[config.mk]
export PLATFORM = sky130hd
export DESIGN_NAME = ibmc_top
export DESIGN_NICKNAME = d
export VERILOG_FILES = /design/src/design/ibmc_pkg.sv /design/src/design/ibmc_top.sv /design/src/design/ibmc_gain_decode.sv
export SDC_FILE = /design/constraint.sdc
export NUM_CORES = 1
export LEC_CHECK = 0
export BUFFER_PORTS_ARGS = -buffer_cell sky130_fd_sc_hd__buf_2
export CAP_MARGIN = 20
export CORE_UTILIZATION = 46
export DETAILED_ROUTE_END_ITERATION = 10
export GPL_TIMING_DRIVEN = 0
export PLACE_DENSITY = 0.88
export SETUP_SLACK_MARGIN = 0.2
export SKIP_LAST_GASP = 1
export SLEW_MARGIN = 40
export SYNTH_ARGS = -nofsm -noshare
export SYNTH_HDL_FRONTEND = slang
export SYNTH_SLANG_ARGS = --single-unit
[constraint.sdc]
create_clock -name aclk -period 1.5 [get_ports aclk]
set_clock_uncertainty 0.1 [all_clocks]
set_input_delay 0.075 -clock aclk [delete_from_list [all_inputs] [get_ports aclk]]
set_output_delay 0.075 -clock aclk [all_outputs]
set_load 0.1 [all_outputs]
[src/design/ibmc_pkg.sv]
// package for the input boost mixer control bank: register map, field layout,
// reset values and the packed carrier that goes to the analogue section.
// assumes a 32-bit axi4-lite register bus with byte addresses of 8 bits.
package ibmc_pkg;

	localparam int ADDR_W = 8;
	localparam int DATA_W = 32;
	localparam int REG_W  = 16;

	// register indices; the byte address is four times the index
	localparam logic [5:0] IDX_ENA_MUTE  = 6'h1f;
	localparam logic [5:0] IDX_LEFT_GAIN = 6'h20;
	localparam logic [5:0] IDX_RIGHT_GAIN = 6'h21;
	localparam logic [5:0] IDX_SRC_SEL   = 6'h22;

	localparam logic [ADDR_W-1:0] ADDR_ENA_MUTE   = {IDX_ENA_MUTE, 2'h0};
	localparam logic [ADDR_W-1:0] ADDR_LEFT_GAIN  = {IDX_LEFT_GAIN, 2'h0};
	localparam logic [ADDR_W-1:0] ADDR_RIGHT_GAIN = {IDX_RIGHT_GAIN, 2'h0};
	localparam logic [ADDR_W-1:0] ADDR_SRC_SEL    = {IDX_SRC_SEL, 2'h0};

	// implemented bits of each register
	localparam logic [REG_W-1:0] MASK_ENA_MUTE = 16'h000f;
	localparam logic [REG_W-1:0] MASK_GAIN     = 16'h01ff;
	localparam logic [REG_W-1:0] MASK_SRC_SEL  = 16'h003f;

	// values after reset
	localparam logic [REG_W-1:0] RST_ENA_MUTE = 16'h0000;
	localparam logic [REG_W-1:0] RST_GAIN     = 16'h0145;
	localparam logic [REG_W-1:0] RST_SRC_SEL  = 16'h0009;

	// field positions in the enable and mute register
	localparam int POS_LEFT_ON       = 1;
	localparam int POS_RIGHT_ON      = 0;
	localparam int POS_LEFT_SILENCE  = 3;
	localparam int POS_RIGHT_SILENCE = 2;

	// field positions in the gain registers (low bit of each 3-bit code)
	localparam int POS_PIN2_GAIN = 6;
	localparam int POS_PGA_GAIN  = 3;
	localparam int POS_PIN3_GAIN = 0;

	// field positions in the source select register
	localparam int POS_LEFT_PIN2_SEL  = 5;
	localparam int POS_LEFT_PIN3_SEL  = 4;
	localparam int POS_LEFT_PGA_SEL   = 3;
	localparam int POS_RIGHT_PIN2_SEL = 2;
	localparam int POS_RIGHT_PIN3_SEL = 1;
	localparam int POS_RIGHT_PGA_SEL  = 0;

	localparam logic [1:0] RESP_OKAY   = 2'h0;
	localparam logic [1:0] RESP_SLVERR = 2'h2;

	// gains are whole dB; pin gains two's complement, pga gain unsigned
	typedef struct packed {
		logic              on;
		logic              silence;
		logic              pin2_sel;
		logic              pin3_sel;
		logic              pga_sel;
		logic signed [5:0] pin2_db;
		logic signed [5:0] pin3_db;
		logic        [5:0] pga_db;
	} ibmc_side_t;

	localparam ibmc_side_t SIDE_RST = '{on: 1'b0, silence: 1'b0, pin2_sel: 1'b0,
		pin3_sel: 1'b0, pga_sel: 1'b1, pin2_db: 6'h00, pin3_db: 6'h00, pga_db: 6'h00};

endpackage : ibmc_pkg

[src/design/ibmc_top.sv]
// input boost mixer control bank: axi4-lite slave holding the four mixer
// registers and registered control outputs to the analogue boost mixers.
// assumes the path enables come from logic on aclk, so they are not resynced.
//
// Contract
// - left mixer on by own bit or path
// - right mixer on by own bit or path
// - left mute bit silences left mixer output
// - right mute bit silences right mixer output
// - left pin gains: -12dB floor, 3dB steps
// - left pga gain eight uneven steps to 29dB
// - right pin gains use same mapping
// - right pga gain uses same steps
// - left source selects, pga selected at reset
// - right source selects, pga selected at reset
`timescale 1ns/100ps
module ibmc_top
	import ibmc_pkg::*;
(
	input  wire logic              aclk,
	input  wire logic              aresetn,
	input  wire logic              ce,
	input  wire logic [ADDR_W-1:0] awaddr,
	input  wire logic              awvalid,
	output logic                   awready,
	input  wire logic [DATA_W-1:0] wdata,
	input  wire logic [3:0]        wstrb,
	input  wire logic              wvalid,
	output logic                   wready,
	output logic [1:0]             bresp,
	output logic                   bvalid,
	input  wire logic              bready,
	input  wire logic [ADDR_W-1:0] araddr,
	input  wire logic              arvalid,
	output logic                   arready,
	output logic [DATA_W-1:0]      rdata,
	output logic [1:0]             rresp,
	output logic                   rvalid,
	input  wire logic              rready,
	input  wire logic              left_input_path_on,
	input  wire logic              right_input_path_on,
	output ibmc_side_t             left_boost_mixer,
	output ibmc_side_t             right_boost_mixer
);

	// bus state
	logic              awready_q, awready_d;
	logic              aw_full_q, aw_full_d;
	logic [ADDR_W-1:0] awaddr_q,  awaddr_d;
	logic              wready_q,  wready_d;
	logic              w_full_q,  w_full_d;
	logic [REG_W-1:0]  wdata_q,   wdata_d;
	logic [1:0]        wstrb_q,   wstrb_d;
	logic              bvalid_q,  bvalid_d;
	logic [1:0]        bresp_q,   bresp_d;
	logic              arready_q, arready_d;
	logic              rvalid_q,  rvalid_d;
	logic [DATA_W-1:0] rdata_q,   rdata_d;
	logic [1:0]        rresp_q,   rresp_d;
	logic              do_wr;

	// register file
	logic [REG_W-1:0]  ena_mute_q, ena_mute_d;
	logic [REG_W-1:0]  lgain_q,    lgain_d;
	logic [REG_W-1:0]  rgain_q,    rgain_d;
	logic [REG_W-1:0]  src_sel_q,  src_sel_d;

	// outputs to the analogue section
	ibmc_side_t        left_q,  left_d;
	ibmc_side_t        right_q, right_d;
	logic signed [5:0] l_pin2_db, l_pin3_db, r_pin2_db, r_pin3_db;
	logic        [5:0] l_pga_db,  r_pga_db;

	// only the two low byte lanes carry register bits
	function automatic logic [REG_W-1:0] merge(input logic [REG_W-1:0] old,
		input logic [REG_W-1:0] data, input logic [1:0] strb,
		input logic [REG_W-1:0] mask);
		logic [REG_W-1:0] lanes;
		lanes = {{8{strb[1]}}, {8{strb[0]}}};
		merge = ((old & ~lanes) | (data & lanes)) & mask;
	endfunction : merge

	function automatic logic hit(input logic [ADDR_W-1:0] a);
		hit = (a == ADDR_ENA_MUTE) || (a == ADDR_LEFT_GAIN) ||
			(a == ADDR_RIGHT_GAIN) || (a == ADDR_SRC_SEL);
	endfunction : hit

	assign do_wr = aw_full_q && w_full_q && !bvalid_q;

	// write and read channels; address and data may arrive in either order
	always_comb begin
		aw_full_d  = aw_full_q;
		awaddr_d   = awaddr_q;
		w_full_d   = w_full_q;
		wdata_d    = wdata_q;
		wstrb_d    = wstrb_q;
		bvalid_d   = bvalid_q;
		bresp_d    = bresp_q;
		rvalid_d   = rvalid_q;
		rdata_d    = rdata_q;
		rresp_d    = rresp_q;
		ena_mute_d = ena_mute_q;
		lgain_d    = lgain_q;
		rgain_d    = rgain_q;
		src_sel_d  = src_sel_q;
		if (awvalid && awready_q) begin
			aw_full_d = 1'b1;
			awaddr_d  = {awaddr[ADDR_W-1:2], 2'h0};
		end
		if (wvalid && wready_q) begin
			w_full_d = 1'b1;
			wdata_d  = wdata[REG_W-1:0];
			wstrb_d  = wstrb[1:0];
		end
		if (bvalid_q && bready) begin
			bvalid_d = 1'b0;
		end
		if (do_wr) begin
			aw_full_d = 1'b0;
			w_full_d  = 1'b0;
			bvalid_d  = 1'b1;
			// an unmapped address answers slverr and changes nothing
			bresp_d   = hit(awaddr_q) ? RESP_OKAY : RESP_SLVERR;
			case (awaddr_q)
				ADDR_ENA_MUTE:   ena_mute_d = merge(ena_mute_q, wdata_q, wstrb_q,
					MASK_ENA_MUTE);
				ADDR_LEFT_GAIN:  lgain_d = merge(lgain_q, wdata_q, wstrb_q, MASK_GAIN);
				ADDR_RIGHT_GAIN: rgain_d = merge(rgain_q, wdata_q, wstrb_q, MASK_GAIN);
				ADDR_SRC_SEL:    src_sel_d = merge(src_sel_q, wdata_q, wstrb_q,
					MASK_SRC_SEL);
				default: begin
				end
			endcase
		end
		if (rvalid_q && rready) begin
			rvalid_d = 1'b0;
		end
		if (arvalid && arready_q) begin
			rvalid_d = 1'b1;
			rresp_d  = hit({araddr[ADDR_W-1:2], 2'h0}) ? RESP_OKAY : RESP_SLVERR;
			case ({araddr[ADDR_W-1:2], 2'h0})
				ADDR_ENA_MUTE:   rdata_d = {16'h0000, ena_mute_q};
				ADDR_LEFT_GAIN:  rdata_d = {16'h0000, lgain_q};
				ADDR_RIGHT_GAIN: rdata_d = {16'h0000, rgain_q};
				ADDR_SRC_SEL:    rdata_d = {16'h0000, src_sel_q};
				default:         rdata_d = 32'h0000_0000;
			endcase
		end
		// one write and one read in flight; readies are plain flops
		awready_d = !aw_full_d;
		wready_d  = !w_full_d;
		arready_d = !rvalid_d;
	end

	always_ff @(posedge aclk) begin
		if (!aresetn) begin
			awready_q  <= 1'b0;
			aw_full_q  <= 1'b0;
			awaddr_q   <= '0;
			wready_q   <= 1'b0;
			w_full_q   <= 1'b0;
			wdata_q    <= '0;
			wstrb_q    <= 2'h0;
			bvalid_q   <= 1'b0;
			bresp_q    <= RESP_OKAY;
			arready_q  <= 1'b0;
			rvalid_q   <= 1'b0;
			rdata_q    <= '0;
			rresp_q    <= RESP_OKAY;
			ena_mute_q <= RST_ENA_MUTE;
			lgain_q    <= RST_GAIN;
			rgain_q    <= RST_GAIN;
			src_sel_q  <= RST_SRC_SEL;
		end else if (ce) begin
			awready_q  <= awready_d;
			aw_full_q  <= aw_full_d;
			awaddr_q   <= awaddr_d;
			wready_q   <= wready_d;
			w_full_q   <= w_full_d;
			wdata_q    <= wdata_d;
			wstrb_q    <= wstrb_d;
			bvalid_q   <= bvalid_d;
			bresp_q    <= bresp_d;
			arready_q  <= arready_d;
			rvalid_q   <= rvalid_d;
			rdata_q    <= rdata_d;
			rresp_q    <= rresp_d;
			ena_mute_q <= ena_mute_d;
			lgain_q    <= lgain_d;
			rgain_q    <= rgain_d;
			src_sel_q  <= src_sel_d;
		end
	end

	ibmc_gain_decode u_left_gain (
		.gain_reg (lgain_q),
		.pin2_db  (l_pin2_db),
		.pin3_db  (l_pin3_db),
		.pga_db   (l_pga_db)
	);

	ibmc_gain_decode u_right_gain (
		.gain_reg (rgain_q),
		.pin2_db  (r_pin2_db),
		.pin3_db  (r_pin3_db),
		.pga_db   (r_pga_db)
	);

	// outputs lag the register file by one cycle so every port is a flop
	always_comb begin
		left_d.on        = ena_mute_q[POS_LEFT_ON] | left_input_path_on;
		left_d.silence   = ena_mute_q[POS_LEFT_SILENCE];
		left_d.pin2_sel  = src_sel_q[POS_LEFT_PIN2_SEL];
		left_d.pin3_sel  = src_sel_q[POS_LEFT_PIN3_SEL];
		left_d.pga_sel   = src_sel_q[POS_LEFT_PGA_SEL];
		left_d.pin2_db   = l_pin2_db;
		left_d.pin3_db   = l_pin3_db;
		left_d.pga_db    = l_pga_db;
		right_d.on       = ena_mute_q[POS_RIGHT_ON] | right_input_path_on;
		right_d.silence  = ena_mute_q[POS_RIGHT_SILENCE];
		right_d.pin2_sel = src_sel_q[POS_RIGHT_PIN2_SEL];
		right_d.pin3_sel = src_sel_q[POS_RIGHT_PIN3_SEL];
		right_d.pga_sel  = src_sel_q[POS_RIGHT_PGA_SEL];
		right_d.pin2_db  = r_pin2_db;
		right_d.pin3_db  = r_pin3_db;
		right_d.pga_db   = r_pga_db;
	end

	always_ff @(posedge aclk) begin
		if (!aresetn) begin
			left_q  <= SIDE_RST;
			right_q <= SIDE_RST;
		end else if (ce) begin
			left_q  <= left_d;
			right_q <= right_d;
		end
	end

	assign awready           = awready_q;
	assign wready            = wready_q;
	assign bvalid            = bvalid_q;
	assign bresp             = bresp_q;
	assign arready           = arready_q;
	assign rvalid            = rvalid_q;
	assign rdata             = rdata_q;
	assign rresp             = rresp_q;
	assign left_boost_mixer  = left_q;
	assign right_boost_mixer = right_q;

	left_on_a: assert property (@(posedge aclk) disable iff (!aresetn)
		ce |=> left_q.on == ($past(ena_mute_q[POS_LEFT_ON]) | $past(left_input_path_on)))
		else $error("left mixer enable wrong");

	right_on_a: assert property (@(posedge aclk) disable iff (!aresetn)
		ce && !ena_mute_q[POS_RIGHT_ON] && !right_input_path_on |=> !right_q.on)
		else $error("right mixer on without cause");

	left_mute_a: assert property (@(posedge aclk) disable iff (!aresetn)
		ce && do_wr && awaddr_q == ADDR_ENA_MUTE && wstrb_q[0] ##1 ce
		|=> left_q.silence == $past(wdata_q[POS_LEFT_SILENCE], 2))
		else $error("left mute does not follow write");

	right_mute_a: assert property (@(posedge aclk) disable iff (!aresetn)
		ce |=> right_q.silence == $past(ena_mute_q[POS_RIGHT_SILENCE]))
		else $error("right mute wrong");

	left_pin_gain_a: assert property (@(posedge aclk) disable iff (!aresetn)
		ce && lgain_q[POS_PIN2_GAIN +: 3] <= 3'h1 |=> left_q.pin2_db == 6'sh34)
		else $error("left pin2 floor not -12dB");

	left_pga_gain_a: assert property (@(posedge aclk) disable iff (!aresetn)
		ce && lgain_q[POS_PGA_GAIN +: 3] == 3'h2 |=> left_q.pga_db == 6'h0d)
		else $error("left pga step 2 not 13dB");

	right_pin_gain_a: assert property (@(posedge aclk) disable iff (!aresetn)
		ce && rgain_q[POS_PIN3_GAIN +: 3] == 3'h5 |=> right_q.pin3_db == 6'sh00)
		else $error("right pin3 code 5 not 0dB");

	right_pga_gain_a: assert property (@(posedge aclk) disable iff (!aresetn)
		ce && rgain_q[POS_PGA_GAIN +: 3] == 3'h7 |=> right_q.pga_db == 6'h1d)
		else $error("right pga top not 29dB");

	left_select_a: assert property (@(posedge aclk) disable iff (!aresetn)
		ce |=> {left_q.pin2_sel, left_q.pin3_sel, left_q.pga_sel}
			== $past(src_sel_q[POS_LEFT_PGA_SEL +: 3]))
		else $error("left selects wrong");

	right_select_a: assert property (@(posedge aclk) disable iff (!aresetn)
		ce |=> {right_q.pin2_sel, right_q.pin3_sel, right_q.pga_sel}
			== $past(src_sel_q[POS_RIGHT_PGA_SEL +: 3]))
		else $error("right selects wrong");

	unused_zero_a: assert property (@(posedge aclk) disable iff (!aresetn)
		rvalid_q |-> rdata_q[DATA_W-1:REG_W] == '0
			&& (ena_mute_q & ~MASK_ENA_MUTE) == '0 && (src_sel_q & ~MASK_SRC_SEL) == '0
			&& ((lgain_q | rgain_q) & ~MASK_GAIN) == '0)
		else $error("unused bits not zero");

	regs_hold_a: assert property (@(posedge aclk) disable iff (!aresetn)
		!(ce && do_wr) |=> $stable({ena_mute_q, lgain_q, rgain_q, src_sel_q}))
		else $error("register changed without write");

endmodule : ibmc_top

[src/design/ibmc_gain_decode.sv]
// gain decoder for one boost mixer: turns the 9-bit gain register into dB.
// purely combinational; the caller registers the result.
`timescale 1ns/100ps
module ibmc_gain_decode
	import ibmc_pkg::*;
(
	input  wire logic        [REG_W-1:0] gain_reg,
	output logic signed      [5:0]       pin2_db,
	output logic signed      [5:0]       pin3_db,
	output logic             [5:0]       pga_db
);

	// codes 000 and 001 both give the floor of -12 dB
	function automatic logic [5:0] pin_db(input logic [2:0] code);
		case (code)
			3'h0, 3'h1: pin_db = 6'h34;
			3'h2:       pin_db = 6'h37;
			3'h3:       pin_db = 6'h3a;
			3'h4:       pin_db = 6'h3d;
			3'h5:       pin_db = 6'h00;
			3'h6:       pin_db = 6'h03;
			default:    pin_db = 6'h06;
		endcase
	endfunction : pin_db

	// pga path steps are uneven, so a table and not arithmetic
	function automatic logic [5:0] pga_steps(input logic [2:0] code);
		case (code)
			3'h0:    pga_steps = 6'h00;
			3'h1:    pga_steps = 6'h06;
			3'h2:    pga_steps = 6'h0d;
			3'h3:    pga_steps = 6'h12;
			3'h4:    pga_steps = 6'h14;
			3'h5:    pga_steps = 6'h18;
			3'h6:    pga_steps = 6'h1b;
			default: pga_steps = 6'h1d;
		endcase
	endfunction : pga_steps

	always_comb begin
		pin2_db = pin_db(gain_reg[POS_PIN2_GAIN +: 3]);
		pin3_db = pin_db(gain_reg[POS_PIN3_GAIN +: 3]);
		pga_db  = pga_steps(gain_reg[POS_PGA_GAIN +: 3]);
	end

endmodule : ibmc_gain_decode

# Yosys cells after proc, flatten, opt, wreduce, memory -nomap -nowiden

Cells that the tools add are included.

Input port bits: 62
Word-level logic and storage cells: 143
Register bits: 134
Output and inout port bits: 87

Equality and inequality tests: 44
Bitwise logic cells: 12
Mux-type cells: 17
Reduce and logical (&&, ||, !) cells: 37

Operator list:

| operator                                      | number |
|---|---|
| one-hot mux 6 bit (6 select lines)            | 4 |
| one-hot mux 5 bit (7 select lines)            | 2 |
| == test 3 bit, second input constant          | 18 |
| == test 3 x 2 -> 1 bit, second input constant | 12 |
| == test 6 bit, second input constant          | 6 |
| one-hot mux 9 bit (4 select lines)            | 1 |
| AND 9 bit                                     | 3 |
| == test 3 x 1 -> 1 bit, second input constant | 6 |
| logical NOT 3 bit                             | 6 |
| OR 9 bit                                      | 2 |
| == test 6 x 5 -> 1 bit, second input constant | 2 |
| AND reduction 3 bit                           | 4 |
| AND reduction 2 bit                           | 5 |
| NOT 9 bit                                     | 1 |
| two-way mux 1 bit                             | 8 |
| OR reduction 2 bit                            | 4 |
| logical AND 1 bit                             | 7 |
| AND 6 bit                                     | 1 |
| logical OR 1 bit                              | 6 |
| OR 6 bit                                      | 1 |
| AND 4 bit                                     | 1 |
| logical NOT 1 bit                             | 4 |
| two-way mux 2 bit                             | 2 |
| OR 4 bit                                      | 1 |
| other kinds (2)                               | 3 |

# Logic depth before layout (Yosys ltp)

Gate-level depths: netlist of the first run.

Depth after elaboration: 5
Gate-level depth with buffers: 6
Depth with buffers taken out: 4

# Modules after synthesis

A second synthesis of the first run with hierarchy kept.

Cells, all modules: 523
Area total of the unflattened synthesis: 4765.8 um^2

Modules (own cells, without submodules):

| module           | area an instance (um^2) | sequential area each (um^2) | instances | cells each |
|---|---|---|---|---|
| ibmc_top         | 4390.5                  | 2182.1                      | 1         | 463 |
| ibmc_gain_decode | 187.7                   | 0.0                         | 2         | 30 |

# Worst setup path after synthesis of the first run

OpenSTA, ideal clock, no wires.

Path kind: register to register
From: reg arready_q (netlist: arready)
To: reg rresp_q[1] (netlist: rresp[1])
Clock period less this slack: 2.136 ns
Buffers on the path: 1
Arrival: 1.921 ns
Data required time: 1.285 ns
Path slack: -0.636 ns
Setup time: 0.115 ns
Stages on the path, launching flop included: 6
Cell sequence: dfxtp_1 nand3_1 clkbuf_1 nand2_1 o31ai_1 and2_1

Cells in the longest elaborated chain, start to end: 2

RTL lines:

| item                                 | line            | RTL |
|---|---|---|
| from (decl)                          | ibmc_top.sv:56  | `logic arready_q, arready_d;` |
| from (signal assigned)               | ibmc_top.sv:184 | `arready_q <= arready_d;` |
| logical AND 1 bit                    | ibmc_top.sv:138 | `if (arvalid && arready_q) begin` |
| AND reduction 2 bit (no source line) | --              |  |
| to (signal assigned)                 | ibmc_top.sv:187 | `rresp_q <= rresp_d;` |
| to (decl)                            | ibmc_top.sv:59  | `logic [1:0] rresp_q, rresp_d;` |

Every way passes these cells.
A chain may end at the register's enable or synchronous reset.

==> results of run 1 <==
==> through the flow <==
stage          utilization [%]  std cells  setup WS (ns)
2_1_floorplan                -        538        -0.0399
3_3_place_gp              56.6        762         -0.216
3_5_place_dp              56.6        762         -0.270
4_1_cts                   63.8        808         -0.145
5_1_grt                   65.0        812         -0.233
6_report                  65.0        812         -0.189
==> worst register-to-register path: cells and delay by family, from the launching register on <==
| kind | cells | cell delay [ns] |
|---|---|---|
| compound gates | 2 | 0.25 |
| flops | 1 | 0.36 |
| buf+inv | 2 | 0.36 |
| simple gates | 2 | 0.47 |
==> cell type report <==
| cell class | count | area [um2] |
|---|---|---|
| Tap cell | 133 | 166 |
| Clock buffer | 11 | 163 |
| Clock inverter | 5 | 77.6 |
| Sequential cell | 103 | 2150 |
| Fill cell | 753 | 3420 |
| Timing Repair Buffer | 125 | 968 |
| Multi-Input combinational cell | 368 | 2430 |
| Buffer | 63 | 388 |
| Inverter | 4 | 15.0 |
==> metal layers <==
metal | routed length [um] | up-vias
met3 | 940 | 30
met2 | 6370 | 213
met5 | 0 | -
met1 | 5260 | 1966
li1 | - | 2013
met4 | 335 | 0
==> cell families (layout without fill, tap and decap cells) <==
| family | Yosys count | after routing | share of synthesized area [%] |
|---|---|---|---|
| AOI/OAI and AO/OA | 97 | 97 | 13.2 |
| muxes | 54 | 54 | 11.7 |
| xor gates and xnor gates | 8 | 8 | 1.51 |
| DFF | 103 | 103 | 44.5 |
| buffers and inverters | 67 | 208 | 8.07 |
| and+or+nand+nor | 182 | 182 | 21.0 |
| other | 1 | 27 | 0.0809 |
==> power by group through the flow <==
stage	Clock (W)	Combinational (W)	Sequential, W
after detailed placement	0	0.000978	0.00289
final	0.00204	0.00107	0.00283
after CTS	0.00205	0.00105	0.00282
after global routing	0.00216	0.00112	0.00283
after global placement	0	0.000966	0.00288
after floorplan	0	0.000600	0.00311
==> cells in the final DEF, fill, tap and decap left out, drive strengths merged, types with 2 or more instances in the layout <==
master / instances
a22oi: 7
nand2: 65
and4b: 2
nand3b: 5
a21boi: 18
a31oi: 3
o221a: 4
bufinv: 2
nor2b: 43
inv: 4
mux2i: 54
dlygate4sd3: 24
nor3b: 2
dfxtp: 103
xor2: 4
nor2: 26
o2bb2ai: 6
xnor2: 4
clkinv: 2
nand2b: 9
nand3: 18
a21oi: 28
clkbuf: 36
buf: 139
and2: 2
nand4: 2
nor4: 3
conb: 27
nor4b: 2
o21ai: 28
==> worst paths after layout <==
check	start	endpoint	slack [ns]
worst max-delay path	awaddr_q[5]	register	-0.19
worst min-delay path	aresetn	register	0.06
worst min register to register	rdata[1]	rdata[1]	0.37
worst max register to register	awaddr_q[5]	register	-0.19
==> what timing repair did <==
item	CTS	global route
hold buffers	24	0
gates resized for setup	64	35
hold endpoints to repair	24	0
setup endpoints to repair	92	53
setup buffers	6	4
pin swaps	4	5
==> results.ini, run 1 <==
[worst_setup_path]
critPathSlowestCell=dfxtp_2
path_buf_inv=2
required_ns=1.63
rr_worst_depth=6
worst-path-stages=6
critPathLaunchType=register
path_class=register to register
worstPathCellList=nor4b_4 > buf_4 > nand3b_1 > buf_4 > o21ai_1 > o311ai_1
crit_family=simple AND/OR/NAND/NOR gates
cp_max_fo=3
cp.arrival_ns=1.82
timing.critical_path.mode_cell=buf_4
slowest_delay_ns=0.36
end_kind=register

[global_route]
grt_util_met3_pct=4.65
grt_util_met2_pct=43.6
met1_usage_pct=30.1
grt_pass1_wl_mm=19.8
grt.busiest_layer=met2
grt_max_degree=17
antenna_found_initial=0
grt_usage_pct=25.1
overflow=0
first_global_vias=4099

[cts]
cts_buffers=9
h-tree-depth=3
root_buffer=clkbuf_8
clock_latency_ns=0.37
cts_tree=built
cts_sinks=103
path_clk_slew_ns=0.10
cts_buffer_depth=2

[timing]
tns_ns=-2.89
grt_setup_unrepaired=true
slew_headroom_pct=42.3
fin_crit_ns=1.69
period_share_pct=113
finalSetupViolCount=24
slew_violations=0
whs_ns=0.0596
setup_slack_ns=-0.189
max_slew.worst_pin.slew_ns=0.853
fmax_ghz=0.592
hold_violations=0

[route]
drtAntennaViolNets=0
drc=0
detail_route.wirelength_mm=12.9
first_pass_iters=7
routedWlPerCell_um=15.9
vias=4222
drtIter0Drc=290
vias_per_cell=5.20

[synth]
yosysTopAreaCellShare_pct=44.5
yosysWarnings=0
ys_ff_latch=103
syn_area_um2=4640
synth_flop_cell=dfxtp_1
synth_area_leaders=dfxtp_1, mux2i_1, nor2b_1, nand2_1, buf_4
synth-edff-count=0
synth_top_cell_by_area=dfxtp_1
post_synth.cell_area_avg_um2=9.05
ys_types=42
synth_cells=512
synth_most_common_cell=dfxtp_1
yosys-top-cells-count=dfxtp_1, nand2_1, mux2i_1
ys_seq_area_share_pct=44.5
synthArstFlopShare_pct=0

[pwr]
power_frac_clock_pct=34.3
p_int_w=0.00414
pwr-share-seq_pct=47.6
combPwrFrac_pct=18.1
p_leak_nw=2.75
p_total_w=0.00594
p_per_area_nw_per_um2=935
swShare_pct=30.2
p_sw_w=0.00180
peakVddDrop_mv=0.529

[placement]
io_buffers=91
place_area_um2=5530
place.gp.congestion=0.877
hpwl_mm=8.89

[hold_path]
worstHoldPathCells=3
worst_hold_path_type=primary input to register

[die]
core_area_um2=9770
core.rowCount=36
start_util_pct=47.4
die_w_um=102
num_io_pins=149
dieArea_um2=10500
die_h_um=102

[final_layout]
fin_nets=736
syn2layout_area_growth_pct=37.0
layout-drive-gt1-share_pct=37.6
postLayoutCellArea_um2=6350
diodes=0

[status]
violations=negative setup slack
outcome=finished with violations

[job]
cap_violations=0

Power figures use the tool's default switching activity.
==> run 2, diff against run 1 <==
--- a/config.mk
+++ b/config.mk
@@ -5,7 +5,7 @@
 export SDC_FILE = /design/constraint.sdc
 export NUM_CORES = 1
 export LEC_CHECK = 0
-export BUFFER_PORTS_ARGS = -buffer_cell sky130_fd_sc_hd__buf_2
+export BUFFER_PORTS_ARGS = -buffer_cell sky130_fd_sc_hd__buf_4
 export CAP_MARGIN = 20
 export CORE_UTILIZATION = 46
 export DETAILED_ROUTE_END_ITERATION = 10
==> results.ini, run 2 (synthesis gave the netlist of run 1 again) <==
[job]
cap_violations=0  ; unchanged

[placement]
place_inst=762  ; unchanged
pre_cts_ws_ns=-0.289  ; -0.0182 ns
hpwl_mm=9.11  ; +2.5%
place.gp.congestion=0.868  ; -0.99%
io_buffers=91  ; unchanged

[timing]
slew_violations=0  ; unchanged
fin_crit_ns=1.61  ; -0.0793 ns
finalSetupViolCount=25  ; +4.2%
setup_slack_ns=-0.110  ; +0.0793 ns
slew_headroom_pct=48.4  ; +6.1 points
max_slew.worst_pin.slew_ns=0.763  ; -0.0902 ns
grt_setup_unrepaired=true
fmax_ghz=0.621  ; +4.9%
period_share_pct=107  ; -5.3 points
tns_ns=-1.94  ; +0.941 ns
hold_violations=0  ; unchanged

[die]
num_io_pins=149  ; unchanged
start_util_pct=47.4  ; unchanged
die_w_um=102  ; unchanged
die_h_um=102  ; unchanged
core.rowCount=36  ; unchanged
core_area_um2=9770  ; unchanged
dieArea_um2=10500  ; unchanged

[cts]
cts_tree=built
path_clk_slew_ns=0.10  ; about the same
cts_buffer_depth=2  ; unchanged
root_buffer=clkbuf_8
clock_latency_ns=0.38  ; about the same
cts_buffers=9  ; unchanged
h-tree-depth=3  ; unchanged
cts_sinks=103  ; unchanged

[pwr]
p_per_area_nw_per_um2=866  ; -7.4%
p_total_w=0.00556  ; -6.4%
swShare_pct=32.8  ; +2.5 points
p_int_w=0.00374  ; -9.8%
p_leak_nw=2.78  ; +1.1%
peakVddDrop_mv=0.486  ; -8.2%
p_sw_w=0.00182  ; +1.4%
power_frac_clock_pct=29.2  ; -5.1 points
combPwrFrac_pct=20.0  ; +1.9 points
pwr-share-seq_pct=50.9  ; +3.3 points

[final_layout]
layout-drive-gt1-share_pct=38.7  ; +1.1 points
syn2layout_area_growth_pct=38.4
final_common_cell=buf_4
fill_cells=771  ; +2.4%
fin_nets=742  ; +0.82%
final_cell_mix=buf_4, nand2_1, dfxtp_2
diodes=0  ; unchanged
final_cells=818  ; +0.74%
ff_latch_area_um2=2150  ; +0.23%
multi_input_area_um2=2420  ; -0.21%

[global_route]
antenna_found_initial=0  ; unchanged
first_global_vias=4151  ; +1.3%
grt_max_degree=17  ; unchanged
grt_usage_pct=25.9  ; +0.77 points
overflow=0  ; unchanged
grt_pass1_wl_mm=20.2  ; +2.1%

[route]
vias=4299  ; +1.8%
detail_route.wirelength_mm=13.2  ; +2.0%
drc=0  ; unchanged
routedWlPerCell_um=16.1  ; +1.2%
first_pass_iters=5  ; -2
drtAntennaViolNets=0  ; unchanged
drtIter0Drc=265  ; -8.6%
vias_per_cell=5.26  ; +1.1%

[worst_setup_path]
end_kind=register
crit_start=awaddr_q[6]
r2r_slack_ns=-0.11  ; +0.08 ns
cp_max_fo=8  ; +5
path_class=register to register
critPathSlowestCell=dfxtp_2
required_ns=1.71  ; +0.08 ns
worstPathCellList=nor4b_4 > buf_4 > nand3b_1 > nor2_4 > buf_12 > mux2i_2
cp.arrival_ns=1.82  ; about the same
critPathLaunchType=register
r2r_start=awaddr_q[6]
slowest_delay_ns=0.35  ; about the same

[status]
outcome=finished with violations
violations=negative setup slack

[hold_path]
worst_hold_path_type=primary input to register
min_from=araddr[6]

## run 2: cell types whose count changed in the layout (fill, tap and decap cells not counted), moves of 3 or more
| cell | before | now |
|---|---|---|
| dfxtp_1 | 44 | 40 |
| dfxtp_2 | 55 | 59 |
| buf_2 | 35 | 4 |
| o21ai_1 | 10 | 7 |
| clkbuf_2 | 6 | 9 |
| buf_4 | 94 | 127 |
## run 2: timing repair
item,4_1_cts,5_1_grt
setup buffers,14,2
hold buffers,24,0
endpoints found under the setup margin,42,50
hold endpoints to repair,24,0
gates resized for setup,13,26
pin swaps,5,4
## run 2: final timing paths
kind,endpoint,depth (start not counted)
worst min register to register,wdata_q[5],2
worst max register to register,register,6
worst min-delay path,rdata[1],4
worst max-delay path,register,6
## run 2: metal layers
layer | GRT usage (%) | part of all wire (%) | vias to the layer above | wire [um]
li1 | - | - | 2039 | -
met1 | 29.8 | 41 | 2012 | 5360
met2 | 44.5 | 49 | 208 | 6450
met3 | 6.09 | 7.0 | 40 | 920
met4 | 13.7 | 3.2 | 0 | 422
met5 | 0 | 0 | - | 0
## run 2: power groups by stage
stage	combinational (W)	clock (W)	sequential (W)
floorplan	0.000600	0	0.00311
global placement	0.00101	0	0.00288
detailed placement	0.00103	0	0.00289
CTS	0.00109	0.00161	0.00282
global route	0.00115	0.00174	0.00283
finish	0.00111	0.00162	0.00283
## run 2: layout make-up
cell class / instances / share of cell area, %
Multi-Input combinational cell: 368 / 37.7
Clock buffer: 11 / 2.20
Buffer: 63 / 5.93
Timing Repair Buffer: 131 / 17.2
Inverter: 4 / 0.234
Tap cell: 133 / 2.59
Clock inverter: 5 / 0.527
Sequential cell: 103 / 33.5
## run 2: metrics by stage
stage               util, %  hold WS [ns]  cell area (um2)
finish                 65.6        0.0485             6410
detailed placement     58.9         0.239             5760
floorplan                 -         0.120             4910
global placement       58.9         0.226             5760
global route           65.6        0.0743             6410
CTS                    64.9        0.0257             6340
## run 2: critical path: cells and delay by family, from the launching register on
| kind | cells | cell delay, ns |
|---|---|---|
| simple gates | 3 | 0.57 |
| flops | 1 | 0.35 |
| buf+inv | 2 | 0.32 |
| mux | 1 | 0.21 |
==> run 3, diff against run 2 <==
--- a/config.mk
+++ b/config.mk
@@ -5,12 +5,13 @@
 export SDC_FILE = /design/constraint.sdc
 export NUM_CORES = 1
 export LEC_CHECK = 0
+export ABC_AREA = 1
 export BUFFER_PORTS_ARGS = -buffer_cell sky130_fd_sc_hd__buf_4
 export CAP_MARGIN = 20
 export CORE_UTILIZATION = 46
 export DETAILED_ROUTE_END_ITERATION = 10
 export GPL_TIMING_DRIVEN = 0
-export PLACE_DENSITY = 0.88
+export PLACE_DENSITY = 0.89
 export SETUP_SLACK_MARGIN = 0.2
 export SKIP_LAST_GASP = 1
 export SLEW_MARGIN = 40
==> results.ini, run 3 <==
[synth]
synth_mux_area_share_pct=0  ; -12 points
synthAdderAreaFrac_pct=0  ; unchanged
synth-edff-count=0  ; unchanged
yosysWarnings=0  ; unchanged
synth_top_family_by_area=simple AND/OR/NAND/NOR gates
syn_area_um2=4480  ; -3.3%
synth_compound_area_share_pct=19.2  ; +6.0 points
synth_top_cell_by_area=dfxtp_1
synthArstFlopShare_pct=0  ; unchanged
ys_types=31  ; -26%
yosysTopAreaCellShare_pct=46.0  ; +1.5 points
post_synth.cell_area_avg_um2=7.53  ; -17%
synth_cells=595  ; +16%
ys_ff_latch=103  ; unchanged
yosys-top-cells-count=nand2_1, dfxtp_1, nor2_1
yosys.area_share.simple_pct=22.3  ; +1.3 points
ys_seq_area_share_pct=46.0  ; +1.5 points
synth_flop_cell=dfxtp_1
synth_area_leaders=dfxtp_1, nand2_1, a21oi_1, o21ai_0, nor2_1
synth_most_common_cell=nand2_1
synth_xor_area_share_pct=0.391  ; -1.1 points

[cts]
hold_buffers=23  ; -4.2%
cts_buffers=9  ; unchanged
path_clk_slew_ns=0.10  ; about the same
root_buffer=clkbuf_8
cts_buffer_depth=2  ; unchanged
h-tree-depth=3  ; unchanged
clock_latency_ns=0.38  ; about the same
cts_sinks=103  ; unchanged
cts_tree=built

[status]
violations=negative hold slack
outcome=finished with violations

[final_layout]
layout-drive-gt1-share_pct=36.1  ; -2.6 points
diodes=0  ; unchanged
final_cell_mix=buf_4, nand2_1, nor2_1
final_cells=900  ; +10%
syn2layout_area_growth_pct=41.3
fill_cells=738  ; -4.3%
postLayoutCellArea_um2=6330  ; -1.3%
final_common_cell=buf_4
fin_nets=828  ; +12%

[worst_setup_path]
worst-path-stages=7  ; +1
path_class=register to register
required_ns=1.63  ; -0.08 ns
r2r_start=bvalid
crit_family=simple AND/OR/NAND/NOR gates
rr_worst_depth=7  ; +1
slowest_delay_ns=0.37  ; +0.02 ns
cp.arrival_ns=1.62  ; -0.20 ns
critPathLaunchType=register
crit_start=bvalid
r2r_slack_ns=0.02  ; +0.13 ns
cp_max_fo=6  ; -2
path_buf_inv=2  ; unchanged
worstPathCellList=inv_4 > nand4_4 > nor2_4 > nand3_4 > buf_8 > nand2_4 > o211ai_2
end_kind=register
critPathSlowestCell=dfxtp_4

[global_route]
overflow=0  ; unchanged
first_global_vias=4283  ; +3.2%
antenna_found_initial=0  ; unchanged
grt_pass1_wl_mm=20.8  ; +2.7%
grt_max_degree=17  ; unchanged
grt_usage_pct=26.6  ; +0.73 points

[job]
cap_violations=0  ; unchanged

[timing]
period_share_pct=98.8  ; -8.5 points
fmax_ghz=0.675  ; +8.6%
whs_ns=-0.0566  ; -0.105 ns
fin_crit_ns=1.48  ; -0.128 ns
hold_violations=1  ; +1
slew_headroom_pct=52.6  ; +4.2 points
tns_ns=0  ; +1.94 ns
finalSetupViolCount=0  ; -100%
grt_setup_unrepaired=true
slew_violations=0  ; unchanged
max_slew.worst_pin.slew_ns=0.711  ; -0.0523 ns
setup_slack_ns=0.0178  ; +0.128 ns

[placement]
pre_cts_ws_ns=-0.0412  ; +0.247 ns
place.gp.congestion=0.910  ; +4.8%
place_inst=840  ; +10%
place_area_um2=5560  ; -3.4%
io_buffers=90  ; -1.1%
hpwl_mm=9.45  ; +3.7%

[route]
drc=0  ; unchanged
drtAntennaViolNets=0  ; unchanged
vias=4741  ; +10%
first_pass_iters=6  ; +1
detail_route.wirelength_mm=13.8  ; +5.2%
drtIter0Drc=370  ; +40%
routedWlPerCell_um=15.4  ; -4.4%
vias_per_cell=5.27  ; +0.23%

[die]
die_w_um=101  ; -1.6%
num_io_pins=149  ; unchanged
core_area_um2=9330  ; -4.6%
core.rowCount=35  ; -2.8%
die_h_um=101  ; -1.6%
dieArea_um2=10100  ; -3.3%
start_util_pct=48.0  ; +0.62 points

[pwr]
peakVddDrop_mv=0.507  ; +4.4%
p_leak_nw=2.81  ; +1.4%
p_per_area_nw_per_um2=904  ; +4.3%

[hold_path]
worst_hold_path_type=primary input to register

## run 3: repair_timing
action                                  CTS  global route
endpoints found under the setup margin   33            50
hold endpoints to repair                 24             1
cloned                                    2             0
pin swaps                                 6             6
setup buffers                            14             5
resized for setup                        28            37
## run 3: area by class of cell
cell class | instances | area (um2) | area share (%)
Timing Repair Buffer | 134 | 1130 | 17.9
Multi-Input combinational cell | 409 | 2140 | 33.9
Clock inverter | 3 | 20.0 | 0.316
Buffer | 57 | 360 | 5.69
Clock buffer | 13 | 149 | 2.35
Sequential cell | 103 | 2160 | 34.2
Tap cell | 129 | 161 | 2.55
Inverter | 52 | 200 | 3.16
## run 3: how the worst min path moves through the flow
stage,startpoint,to,slack [ns],cells after the start
6_report,aresetn,right_boost_mixer[6],-0.06,3
5_1_grt,aresetn,right_boost_mixer[6],-0.06,3
4_1_cts,aresetn,right_boost_mixer[6],-0.05,3
3_5_place_dp,right_input_path_on,right_boost_mixer[22],0.19,3
3_3_place_gp,right_input_path_on,right_boost_mixer[22],0.19,3
2_1_floorplan,left_input_path_on,left_boost_mixer[22],0.1,2
## run 3: report_power, final
part | switching, W | leakage (nW) | internal [W]
Sequential | 0.0000630 | 0.867 | 0.00281
Clock | 0.000942 | 0.0796 | 0.000650
Combinational | 0.000961 | 1.87 | 0.000301
## run 3: cells by family after synthesis
family	after synthesis
other	1
DFF	103
buffers and inverters	109
and+or+nand+nor	225
xor gates and xnor gates	2
AOI/OAI and AO/OA	155
## run 3: metal layers
metal | share of wire [%] | global-route usage (%) | vias to the layer above | routed length [um]
met2 | 50 | 46.0 | 240 | 6900
met4 | 3.1 | 11.4 | 0 | 433
li1 | - | - | 2265 | -
met3 | 7.8 | 5.06 | 41 | 1070
met5 | 0 | 0 | - | 0
met1 | 39 | 32.3 | 2195 | 5430
## run 3: worst reg2reg max path, stage by stage (launching register included)
cell,delay [ns]
dfxtp_4,0.37
inv_4,0.06
nand4_4,0.16
nor2_4,0.17
nand3_4,0.16
buf_8,0.19
nand2_4,0.06
o211ai_2,0.06
## run 3: per-stage QoR
| step | utilization, % | power, W |
|---|---|---|
| final | 67.9 | 0.00572 |
| after global routing | 67.9 | 0.00594 |
| after CTS | 66.4 | 0.00570 |
| after detailed placement | 59.6 | 0.00410 |
| after global placement | 59.6 | 0.00408 |
| after floorplan | - | 0.00387 |
